==> src/verilog/tpc_pkg.sv <==
// package: register map, field layout, reset values and counts for the pwm/carrier timer
package tpc_pkg;

  ////////////////////////////////////////////////////////////////////////////
  // register byte offsets on the apb slave
  localparam logic [11:0] TPC_OFS_MODE   = 12'h000;
  localparam logic [11:0] TPC_OFS_PERIOD = 12'h004;
  localparam logic [11:0] TPC_OFS_DUTY   = 12'h008;
  localparam logic [11:0] TPC_OFS_STATUS = 12'h00c;

  ////////////////////////////////////////////////////////////////////////////
  // timer_mode_reg field positions
  localparam int TPC_BIT_OE      = 0;
  localparam int TPC_BIT_DEFLVL  = 1;
  localparam int TPC_BIT_MODE_LO = 2;
  localparam int TPC_BIT_MODE_HI = 3;
  localparam int TPC_BIT_CKS_LO  = 4;
  localparam int TPC_BIT_CKS_HI  = 6;
  localparam int TPC_BIT_EN      = 7;

  // status register field positions
  localparam int TPC_ST_CNT_LO  = 0;
  localparam int TPC_ST_PHASE   = 8;
  localparam int TPC_ST_WAVE    = 9;
  localparam int TPC_ST_PEND    = 10;
  localparam int TPC_ST_DUTY_LO = 16;

  ////////////////////////////////////////////////////////////////////////////
  // reset values
  localparam logic [7:0] TPC_MODE_RST   = 8'h00;
  localparam logic [7:0] TPC_PERIOD_RST = 8'hff;
  localparam logic [7:0] TPC_DUTY_RST   = 8'h00;

  ////////////////////////////////////////////////////////////////////////////
  // count clock dividers and duty transfer holdoff
  localparam logic [2:0]  TPC_XFER_TICKS = 3'd3;
  localparam logic [5:0]  TPC_DIV_MASK2  = 6'h01;
  localparam logic [5:0]  TPC_DIV_MASK4  = 6'h03;
  localparam logic [5:0]  TPC_DIV_MASK16 = 6'h0f;
  localparam logic [5:0]  TPC_DIV_MASK64 = 6'h3f;
  localparam logic [10:0] TPC_SLOW_MASK  = 11'h7ff;

  typedef enum logic [2:0] {
    TPC_CKS_DIV1    = 3'h0,
    TPC_CKS_DIV2    = 3'h1,
    TPC_CKS_DIV4    = 3'h2,
    TPC_CKS_DIV16   = 3'h3,
    TPC_CKS_DIV64   = 3'h4,
    TPC_CKS_SLOW2K  = 3'h5
  } tpc_cks_e;

  typedef enum logic [1:0] {
    TPC_MODE_INTERVAL = 2'h0,
    TPC_MODE_CARRIER  = 2'h1,
    TPC_MODE_PWM      = 2'h2
  } tpc_mode_e;

  // gray along idle -> period -> duty -> period
  typedef enum logic [1:0] {
    TPC_ST_IDLE   = 2'b00,
    TPC_ST_PERCMP = 2'b01,
    TPC_ST_DUTCMP = 2'b11
  } tpc_state_e;

endpackage

==> src/verilog/tpc_clk_div.sv <==
// count clock prescaler: one-cycle tick at the selected division
module tpc_clk_div
  import tpc_pkg::*;
(
  // clock and reset
  input  wire logic       pclk,
  input  wire logic       presetn,
  // control
  input  wire logic       run,
  input  wire logic [2:0] sel,
  input  wire logic       slow_tick,
  // count clock
  output logic            tick
);

  logic [5:0]  div_reg;
  logic [10:0] slow_reg;
  logic        tick_reg;
  wire         tick_next;

  // prohibited codes give no tick at all
  function automatic logic sel_tick(input logic [2:0] s, input logic [5:0] d,
                                    input logic [10:0] sl, input logic st);
    case (s)
      TPC_CKS_DIV1:   sel_tick = 1'b1;
      TPC_CKS_DIV2:   sel_tick = (d & TPC_DIV_MASK2) == TPC_DIV_MASK2;
      TPC_CKS_DIV4:   sel_tick = (d & TPC_DIV_MASK4) == TPC_DIV_MASK4;
      TPC_CKS_DIV16:  sel_tick = (d & TPC_DIV_MASK16) == TPC_DIV_MASK16;
      TPC_CKS_DIV64:  sel_tick = d == TPC_DIV_MASK64;
      TPC_CKS_SLOW2K: sel_tick = st && (sl == TPC_SLOW_MASK);
      default:        sel_tick = 1'b0;
    endcase
  endfunction

  assign tick_next = run && sel_tick(sel, div_reg, slow_reg, slow_tick); // [RULE_20]
  assign tick      = tick_reg;

  // dividers restart with the channel so the first period is full length
  always_ff @(posedge pclk or negedge presetn) begin
    if (!presetn) begin
      div_reg  <= 6'h00;
      slow_reg <= 11'h000;
      tick_reg <= 1'b0;
    end else begin
      div_reg  <= run ? div_reg + 6'h01 : 6'h00;
      slow_reg <= !run ? 11'h000 : (slow_tick ? slow_reg + 11'h001 : slow_reg);
      tick_reg <= tick_next;
    end
  end

endmodule

==> src/verilog/tpc_duty_buf.sv <==
// double buffer for the duty compare value with a three-tick transfer holdoff
module tpc_duty_buf
  import tpc_pkg::*;
(
  // clock and reset
  input  wire logic       pclk,
  input  wire logic       presetn,
  // software write
  input  wire logic       wr,
  input  wire logic [7:0] wdata,
  // timer side
  input  wire logic       running,
  input  wire logic       tick,
  input  wire logic       duty_match,
  output logic [7:0]      active,
  output logic            pending,
  output logic [2:0]      age
);

  logic [7:0] buf_reg;
  logic [7:0] active_reg;
  logic       pend_reg;
  logic [2:0] age_reg;
  wire        aged;
  wire        xfer;

  assign aged    = age_reg == TPC_XFER_TICKS;
  assign xfer    = pend_reg && aged && duty_match;            // [RULE_06] [RULE_07]
  assign active  = active_reg;
  assign pending = pend_reg;
  assign age     = age_reg;

  // write and count clock share pclk, so a write at any phase is safe
  always_ff @(posedge pclk or negedge presetn) begin
    if (!presetn) begin
      buf_reg    <= TPC_DUTY_RST;
      active_reg <= TPC_DUTY_RST;
      pend_reg   <= 1'b0;
      age_reg    <= 3'd0;
    end else if (wr && !running) begin
      active_reg <= wdata;
      buf_reg    <= wdata;
      pend_reg   <= 1'b0;
      age_reg    <= 3'd0;
    end else if (wr) begin                                   // [RULE_08]
      buf_reg  <= wdata;
      pend_reg <= 1'b1;
      age_reg  <= 3'd0;
    end else begin
      if (xfer) begin
        active_reg <= buf_reg;
        pend_reg   <= 1'b0;
      end
      if (tick && pend_reg && !aged)
        age_reg <= age_reg + 3'd1;                           // [RULE_07]
    end
  end

endmodule

==> src/verilog/tpc_top.sv <==
// pwm / carrier timer channel with apb registers
//
// Overview of operation
// [RULE_01] counter starts on the selected count clock only after enable is set
// [RULE_02] first compare after enable uses the period compare value
// [RULE_03] pwm period match: invert output, clear counter, pulse irq, go to duty
// [RULE_04] pwm duty match: invert output, back to period, no clear, no irq
// [RULE_05] pwm period is n+1 counts, inactive:active ratio m+1 : n+1; the code holds the inverted level m+1 counts and the default level n-m
// [RULE_06] duty writes while counting wait in a buffer until the old duty matches
// [RULE_07] transfer needs three count clocks after the write
// [RULE_08] duty writes are accepted at any count clock phase
// [RULE_09] software leaves period compare alone while pwm is counting
// [RULE_10] software rewrites duty compare at every restart
// [RULE_11] software keeps duty below period, period at most ff
// [RULE_12] clearing enable returns irq and output to default at once
// [RULE_13] output holds its default level until the first match
// [RULE_14] carrier mode: period sets low width, duty sets high width
// [RULE_15] carrier mode: software may change duty but not period while running
// [RULE_16] carrier appears on the pin only while the companion gate allows
// [RULE_17] mode field: 00 interval, 01 carrier, 10 pwm, 11 prohibited
// [RULE_18] default level bit sets the idle output level
// [RULE_19] output pin is driven only while output enable is set
// [RULE_20] clock select: div 1,2,4,16,64 or slow clock div 2048
// [RULE_21] counter steps by one per tick, held at zero when disabled
// [RULE_22] irq is a one count clock pulse per qualifying match
//
// Decided for this implementation: the placing of the registers and the APB interface to the registers.
module tpc_top (
  // apb clock and reset
  input  wire logic        pclk,
  input  wire logic        presetn,
  // apb slave
  input  wire logic        psel,
  input  wire logic        penable,
  input  wire logic        pwrite,
  input  wire logic [11:0] paddr,
  input  wire logic [31:0] pwdata,
  output logic [31:0]      prdata,
  output logic             pready,
  output logic             pslverr,
  // slow clock tick and carrier gate from the companion counter
  input  wire logic        slow_tick,
  input  wire logic        carrier_gate,
  // timer pin and interrupt
  output logic             timer_wave_out,
  output logic             timer_wave_oe,
  output logic             period_match_irq
);
  import tpc_pkg::*;

  ////////////////////////////////////////////////////////////////////////////
  // state
  logic [7:0]  timer_mode_reg;
  logic [7:0]  period_compare_reg;
  logic [7:0]  cnt_reg;
  logic [7:0]  cnt_next;
  tpc_state_e  state_reg;
  tpc_state_e  state_next;
  logic        wave_reg;
  logic        wave_next;
  logic        irq_reg;
  logic        irq_next;
  logic        pin_reg;
  logic        oe_reg;
  logic [31:0] prdata_reg;
  logic        pready_reg;
  logic        pslverr_reg;

  wire         tick;
  wire [7:0]   duty_compare;
  wire         duty_pend;
  wire [2:0]   duty_age;

  ////////////////////////////////////////////////////////////////////////////
  // field decode
  wire         count_enable_bit   = timer_mode_reg[TPC_BIT_EN];
  wire [2:0]   clock_select_field = timer_mode_reg[TPC_BIT_CKS_HI:TPC_BIT_CKS_LO];
  wire [1:0]   mode_select_field  = timer_mode_reg[TPC_BIT_MODE_HI:TPC_BIT_MODE_LO];
  wire         default_level_bit  = timer_mode_reg[TPC_BIT_DEFLVL];
  wire         output_enable_bit  = timer_mode_reg[TPC_BIT_OE];

  wire         mode_pwm     = mode_select_field == TPC_MODE_PWM;     // [RULE_17]
  wire         mode_carrier = mode_select_field == TPC_MODE_CARRIER; // [RULE_17]

  ////////////////////////////////////////////////////////////////////////////
  // apb decode
  wire         setup    = psel && !penable;
  wire         access   = psel && penable;
  wire         wr_acc   = access && pwrite;
  wire         hit_mode = paddr == TPC_OFS_MODE;
  wire         hit_per  = paddr == TPC_OFS_PERIOD;
  wire         hit_duty = paddr == TPC_OFS_DUTY;
  wire         hit_stat = paddr == TPC_OFS_STATUS;
  wire         mapped   = hit_mode || hit_per || hit_duty || hit_stat;
  wire         duty_wr  = wr_acc && hit_duty;

  // while counting only the enable bit may change in the mode register
  wire [7:0]   mode_wdata = count_enable_bit ?
                            {pwdata[TPC_BIT_EN], timer_mode_reg[TPC_BIT_EN-1:0]} : pwdata[7:0];

  wire [31:0]  status_word = {8'h00, duty_compare, 5'h00, duty_pend, wave_reg,
                              state_reg == TPC_ST_DUTCMP, cnt_reg};
  wire [31:0]  rd_mux = hit_mode ? {24'h000000, timer_mode_reg} :
                        hit_per  ? {24'h000000, period_compare_reg} :
                        hit_duty ? {24'h000000, duty_compare} :
                        hit_stat ? status_word : 32'h00000000;

  ////////////////////////////////////////////////////////////////////////////
  // count clock and duty buffer
  tpc_clk_div u_div (
    .pclk      (pclk),
    .presetn   (presetn),
    .run       (count_enable_bit),
    .sel       (clock_select_field),
    .slow_tick (slow_tick),
    .tick      (tick)
  );

  wire cmp_duty   = state_reg == TPC_ST_DUTCMP;
  wire cmp_val_eq = cnt_reg == (cmp_duty ? duty_compare : period_compare_reg);
  wire hit_now    = count_enable_bit && tick && cmp_val_eq;
  wire per_hit    = hit_now && (state_reg == TPC_ST_PERCMP);
  wire duty_hit   = hit_now && cmp_duty;

  tpc_duty_buf u_duty (
    .pclk       (pclk),
    .presetn    (presetn),
    .wr         (duty_wr),
    .wdata      (pwdata[7:0]),
    .running    (count_enable_bit),
    .tick       (tick),
    .duty_match (duty_hit),
    .active     (duty_compare),
    .pending    (duty_pend),
    .age        (duty_age)
  );

  ////////////////////////////////////////////////////////////////////////////
  // compare sequencer
  // interval mode never leaves the period compare; carrier clears on both matches
  always_comb begin
    state_next = state_reg;
    cnt_next   = cnt_reg;
    wave_next  = wave_reg;
    irq_next   = tick ? 1'b0 : irq_reg;                      // [RULE_22]
    case (state_reg)
      TPC_ST_IDLE: begin
        if (count_enable_bit)
          state_next = TPC_ST_PERCMP;                        // [RULE_02]
      end
      TPC_ST_PERCMP: begin
        if (per_hit) begin
          cnt_next  = 8'h00;                                 // [RULE_03] [RULE_05]
          wave_next = !wave_reg;
          irq_next  = 1'b1;
          if (mode_pwm || mode_carrier)
            state_next = TPC_ST_DUTCMP;
        end else if (tick) begin
          cnt_next = cnt_reg + 8'h01;                        // [RULE_01] [RULE_21]
        end
      end
      TPC_ST_DUTCMP: begin
        if (duty_hit) begin
          wave_next  = !wave_reg;                            // [RULE_04]
          state_next = TPC_ST_PERCMP;
          if (mode_carrier) begin
            cnt_next = 8'h00;                                // [RULE_14]
            irq_next = 1'b1;
          end else begin
            cnt_next = cnt_reg + 8'h01;                      // [RULE_05]
          end
        end else if (tick) begin
          cnt_next = cnt_reg + 8'h01;                        // [RULE_21]
        end
      end
      default: state_next = TPC_ST_IDLE;
    endcase
    if (!count_enable_bit) begin
      state_next = TPC_ST_IDLE;
      cnt_next   = 8'h00;                                    // [RULE_21]
      wave_next  = default_level_bit;                        // [RULE_12] [RULE_13] [RULE_18]
      irq_next   = 1'b0;                                     // [RULE_12]
    end
  end

  // outside carrier gating the pin follows the wave; gate closed forces low
  wire pin_next = (mode_carrier && !carrier_gate) ? 1'b0 : wave_next;   // [RULE_16]

  ////////////////////////////////////////////////////////////////////////////
  // registers
  always_ff @(posedge pclk or negedge presetn) begin
    if (!presetn) begin
      timer_mode_reg     <= TPC_MODE_RST;
      period_compare_reg <= TPC_PERIOD_RST;
    end else if (wr_acc) begin
      if (hit_mode)
        timer_mode_reg <= mode_wdata;
      if (hit_per)
        period_compare_reg <= pwdata[7:0];
    end
  end

  always_ff @(posedge pclk or negedge presetn) begin
    if (!presetn) begin
      state_reg <= TPC_ST_IDLE;
      cnt_reg   <= 8'h00;
      wave_reg  <= 1'b0;
      irq_reg   <= 1'b0;
    end else begin
      state_reg <= state_next;
      cnt_reg   <= cnt_next;
      wave_reg  <= wave_next;
      irq_reg   <= irq_next;
    end
  end

  // pin is registered from wave_next, so it changes on the same edge as wave; disabled output is not driven
  always_ff @(posedge pclk or negedge presetn) begin
    if (!presetn) begin
      pin_reg <= 1'b0;
      oe_reg  <= 1'b0;
    end else begin
      pin_reg <= output_enable_bit ? pin_next : 1'b0;        // [RULE_19]
      oe_reg  <= output_enable_bit;                          // [RULE_19]
    end
  end

  // read data is captured in setup so the access phase needs no wait state
  always_ff @(posedge pclk or negedge presetn) begin
    if (!presetn) begin
      prdata_reg  <= 32'h00000000;
      pready_reg  <= 1'b0;
      pslverr_reg <= 1'b0;
    end else begin
      pready_reg <= 1'b1;
      if (setup) begin
        prdata_reg  <= pwrite ? 32'h00000000 : rd_mux;
        pslverr_reg <= !mapped;
      end
    end
  end

  assign prdata           = prdata_reg;
  assign pready           = pready_reg;
  assign pslverr          = pslverr_reg;
  assign timer_wave_out   = pin_reg;
  assign timer_wave_oe    = oe_reg;
  assign period_match_irq = irq_reg;
endmodule

==> config.mk <==
export PLATFORM = sky130hd
export DESIGN_NAME = tpc_top
export DESIGN_NICKNAME = d
export VERILOG_FILES = /design/src/verilog/tpc_pkg.sv /design/src/verilog/tpc_clk_div.sv /design/src/verilog/tpc_duty_buf.sv /design/src/verilog/tpc_top.sv
export SDC_FILE = /design/constraint.sdc
export NUM_CORES = 1
export LEC_CHECK = 0
export ABC_AREA = 1
export BUFFER_PORTS_ARGS = -buffer_cell sky130_fd_sc_hd__buf_2
export CORE_UTILIZATION = 50
export DETAILED_ROUTE_END_ITERATION = 16
export GPL_ROUTABILITY_DRIVEN = 0
export PLACE_DENSITY_LB_ADDON = 0.12
export SYNTH_ARGS = -nofsm -noshare
export SYNTH_HDL_FRONTEND = slang
export SYNTH_HIERARCHICAL = 1
export SYNTH_SLANG_ARGS = --single-unit
export TNS_END_PERCENT = 1
==> constraint.sdc <==
create_clock -name pclk -period 2.1 [get_ports pclk]
set_input_delay 0.21 -clock pclk [delete_from_list [all_inputs] [get_ports pclk]]
set_output_delay 0.21 -clock pclk [all_outputs]
set_load 0.02 [all_outputs]
==> run_results.csv <==
group,metric,value,unit
status,status,"finished clean",
synthesis,synth_area,0.00517,mm2
min_path,hp-start,"pwdata[0]",
global_routing,antenna_found_initial,0,
timing,hold_violations,0,
floorplanning,io-pin-count,88,
critical_path,timing.rr.start,"state_reg[1]",
timing,slew_viol_final,0,
floorplanning,core-area,0.00991,mm2
floorplanning,initial_core_util,52.2,%
power_and_ir_drop,power,3.33,mW
min_path,hold_class,"input port to flop",
final_layout,areaGrowthSynthToFinish,13.6,%
critical_path,crit_path_start_kind,"flop",
place,dp_hpwl,9.35,mm
critical_path,path_class,"flop to flop",
final_layout,final_area,0.00588,mm2
final_layout,fin_nets,824,
cts,cts_buffers,9,
global_routing,grt-ovfl-total,0,
global_routing,globalRouteMet2Util,37.8,%
drt,drtPass1Iterations,5,
cts,clk_latency,360,ps
final_layout,diodes,0,
place,port_buffers,50,
global_routing,grt_pass1_vias,4431,
drt,drtAntennaViolNets,0,
synthesis,synth.distinct_cells,43,
global_routing,grt_use_met1,36.7,%
timing,fin_crit_sh,89.5,%
cts,tritoncts,"built",
cts,clock_path_buffers,2,
critical_path,worst-path-max-fanout,11,
cts,root_buffer,"clkbuf_8",
critical_path,crit_start,"state_reg[1]",
cts,cts_max_level,3,
floorplanning,die_h,104,um
cts,clock_sinks,89,
final_layout,layoutNonFillerInstCount,905,
global_routing,grt_max_degree,61,
floorplanning,fp-row-count,36,
critical_path,crit_path_end_kind,"flop",
drt,wl_per_cell,13.6,um
timing,setup_tns,0,ps
timing,fin_worst_skew,9.25,ps
global_routing,grt_busiest_layer,"met2",
global_routing,grt.total_usage,24.9,%
power_and_ir_drop,p_leak,3.12,nW
place,post-place-ws,119,ps
floorplanning,die_w,104,um
critical_path,crit_arrival,2190,ps
timing,setup_viol,0,
place,dpl_cell_area,0.00560,mm2
synthesis,syn_inst,704,
timing,finalCriticalPeriod,1880,ps
timing,maxSlewHeadroom,57.5,%
critical_path,path_common_cell,"nand2_1",
cts,clk_pin_slew,90,ps
place,placedCellCount,887,
final_layout,drive_gt1_share,17.0,%
drt,drtIter0Drc,271,
drt,num_vias,4712,
synthesis,ys_ff_latch,89,
drt,finalWirelength,12.3,mm
power_and_ir_drop,cellPowerDensity,566,mW/mm2
power_and_ir_drop,peakVddDrop,316,uV
synthesis,synth-seq-area-share,43.2,%
drt,vias_per_cell,5.21,
critical_path,critical_path_buf_inv_count,4,
global_routing,gr-usage-met3,3.52,%
floorplanning,dieArea,0.0108,mm2
drt,drcViolationCount,0,
global_routing,grt_pass1_wl,21.5,mm
synthesis,syn_avg_cell_area,7.35,um2
timing,worst_slew_pin_slew,635,ps
timing,fmax,532,MHz
run,maxCapViolations,0,
timing,rsz0062_at_grt,"false",
timing,setup_ws,221,ps
critical_path,worstPathCellList,"buf_6, nand3_1, nand2_1, nand2_1, nand2_1, inv_1, nand2_1, nor2_4, nand4_2, inv_1, nand2_1, inv_1, nand2_4, nand2_4, nand2_1, nand2_1",
critical_path,required,2410,ps
synthesis,ys_warn_count,6,
critical_path,critPathTopFamily,"simple AND/OR/NAND/NOR gates",
critical_path,slowest_delay,430,ps
critical_path,slowest_stage,"dfrtp_1",
final_layout,largest_reg_flops,19,
## routing by layer
metal,routed length [um],vias to the layer above
met5,0,-
met4,107,0
met3,721,9
met2,5420,156
met1,6060,2168
li1,-,2379
## where the power goes
| part | switching (mW) | internal (mW) | total (mW) |
|---|---|---|---|
| clock | 0.613 | 0.859 | 1.47 |
| sequential | 0.000979 | 1.71 | 1.72 |
| combinational | 0.103 | 0.0345 | 0.138 |
| total | 0.717 | 2.61 | 3.33 |
## worst reg2reg max path, cell delays in order, from the launching register on
cell     delay, ps
dfrtp_1        430
buf_6          160
nand3_1        100
nand2_1         70
nand2_1         60
nand2_1         80
inv_1           70
nand2_1         80
nor2_4         120
nand4_2        100
inv_1           70
nand2_1         60
inv_1           90
nand2_4        100
nand2_4        110
nand2_1         70
nand2_1         60
## synthesized netlist by cell type
master,instances,share of area [%]
nand4_2,1,0.24
a21oi_1,15,1.5
o21ai_2,1,0.17
a31oi_1,1,0.12
nand3_4,1,0.34
inv_1,67,4.9
nand2_4,3,0.65
a21oi_2,1,0.17
nand3_1,61,5.9
or2_1,1,0.12
buf_8,1,0.29
nor3_1,8,0.77
nand4_1,18,2.2
and2_1,1,0.12
nor2_2,6,0.73
nor2_4,5,1.1
dfrtp_1,81,39
nand2_1,235,17
ha_1,6,1.5
nor4_1,1,0.12
o221ai_1,3,0.51
inv_2,6,0.44
o21bai_1,1,0.15
o22ai_1,5,0.60
nor2_1,44,3.2
o21ai_0,60,5.8
buf_4,16,2.3
or2_2,2,0.24
nand2_2,6,0.73
xnor2_1,1,0.17
buf_6,4,0.87
xor2_1,5,0.85
dfstp_2,8,4.1
o21ai_1,6,0.58
nand3_2,3,0.58
inv_4,1,0.12
clkinv_1,1,0.072
buf_2,3,0.29
conb_1,2,0.15
o211ai_1,1,0.15
clkbuf_1,8,0.58
a211oi_1,2,0.29
o31ai_1,2,0.29
## metrics by stage
| step | utilization (%) | hold slack (ps) |
|---|---|---|
| floorplan | - | -85.6 |
| global placement | 56.5 | 165 |
| detailed placement | 56.5 | 159 |
| CTS | 59.1 | 68.7 |
| global route | 59.3 | 79.1 |
| finish | 59.3 | 79.3 |
## layout make-up
type / count / area (um2)
clock buffer: 12 / 155
fill: 937 / 4030
tap: 133 / 166
timing repair buffer: 72 / 453
sequential: 89 / 2240
clock inverter: 4 / 98.8
multi-input combinational: 520 / 2480
inverter: 75 / 284
## worst paths after layout
check | endpoint | slack [ps] | depth (start not counted)
min reg2reg | u_duty/buf_reg[5] | 480 | 2
min in group asynchronous | prdata[3] | 300 | 2
max reg2reg | u_duty/active[5] | 220 | 16
max in group asynchronous | period_compare_reg[7] | 1110 | 3
min | u_duty/buf_reg[0] | 80 | 3
max | u_duty/active[5] | 220 | 16
## what timing repair did
item,CTS,global route
buffers inserted,0,1
setup endpoints to repair,0,8
resized for setup,0,3
hold buffers,1,0
endpoints found under the hold margin,29,0
## cell families after synthesis
| logic type | after synthesis | share of synthesized area [%] |
|---|---|---|
| and+or+nand+nor | 396 | 34.0 |
| AOI/OAI and AO/OA | 98 | 10.3 |
| DFF | 89 | 43.2 |
| xor gates and xnor gates | 6 | 1.02 |
| adders and majority gates | 6 | 1.45 |
| other | 2 | 0.145 |
| buffers and inverters | 107 | 9.84 |
## placed cells by master (no fill, tap or decap), types with 3 or more instances in the layout
cell type	n
dfrtp_1	81
a21oi_1	15
xor2_1	5
buf_2	49
dfstp_2	8
o21ai_1	6
nand2_2	5
nor2_1	44
conb_1	14
nor2_4	5
nor2_2	6
ha_1	6
o221ai_1	3
nand3_2	3
nand4_1	18
clkbuf_8	11
inv_2	6
inv_1	67
buf_4	18
nor3_1	8
nand3_1	61
nand2_4	4
o21ai_0	60
bufinv_16	3
o22ai_1	5
nand2_1	235
Power figures use the tool's default switching activity.
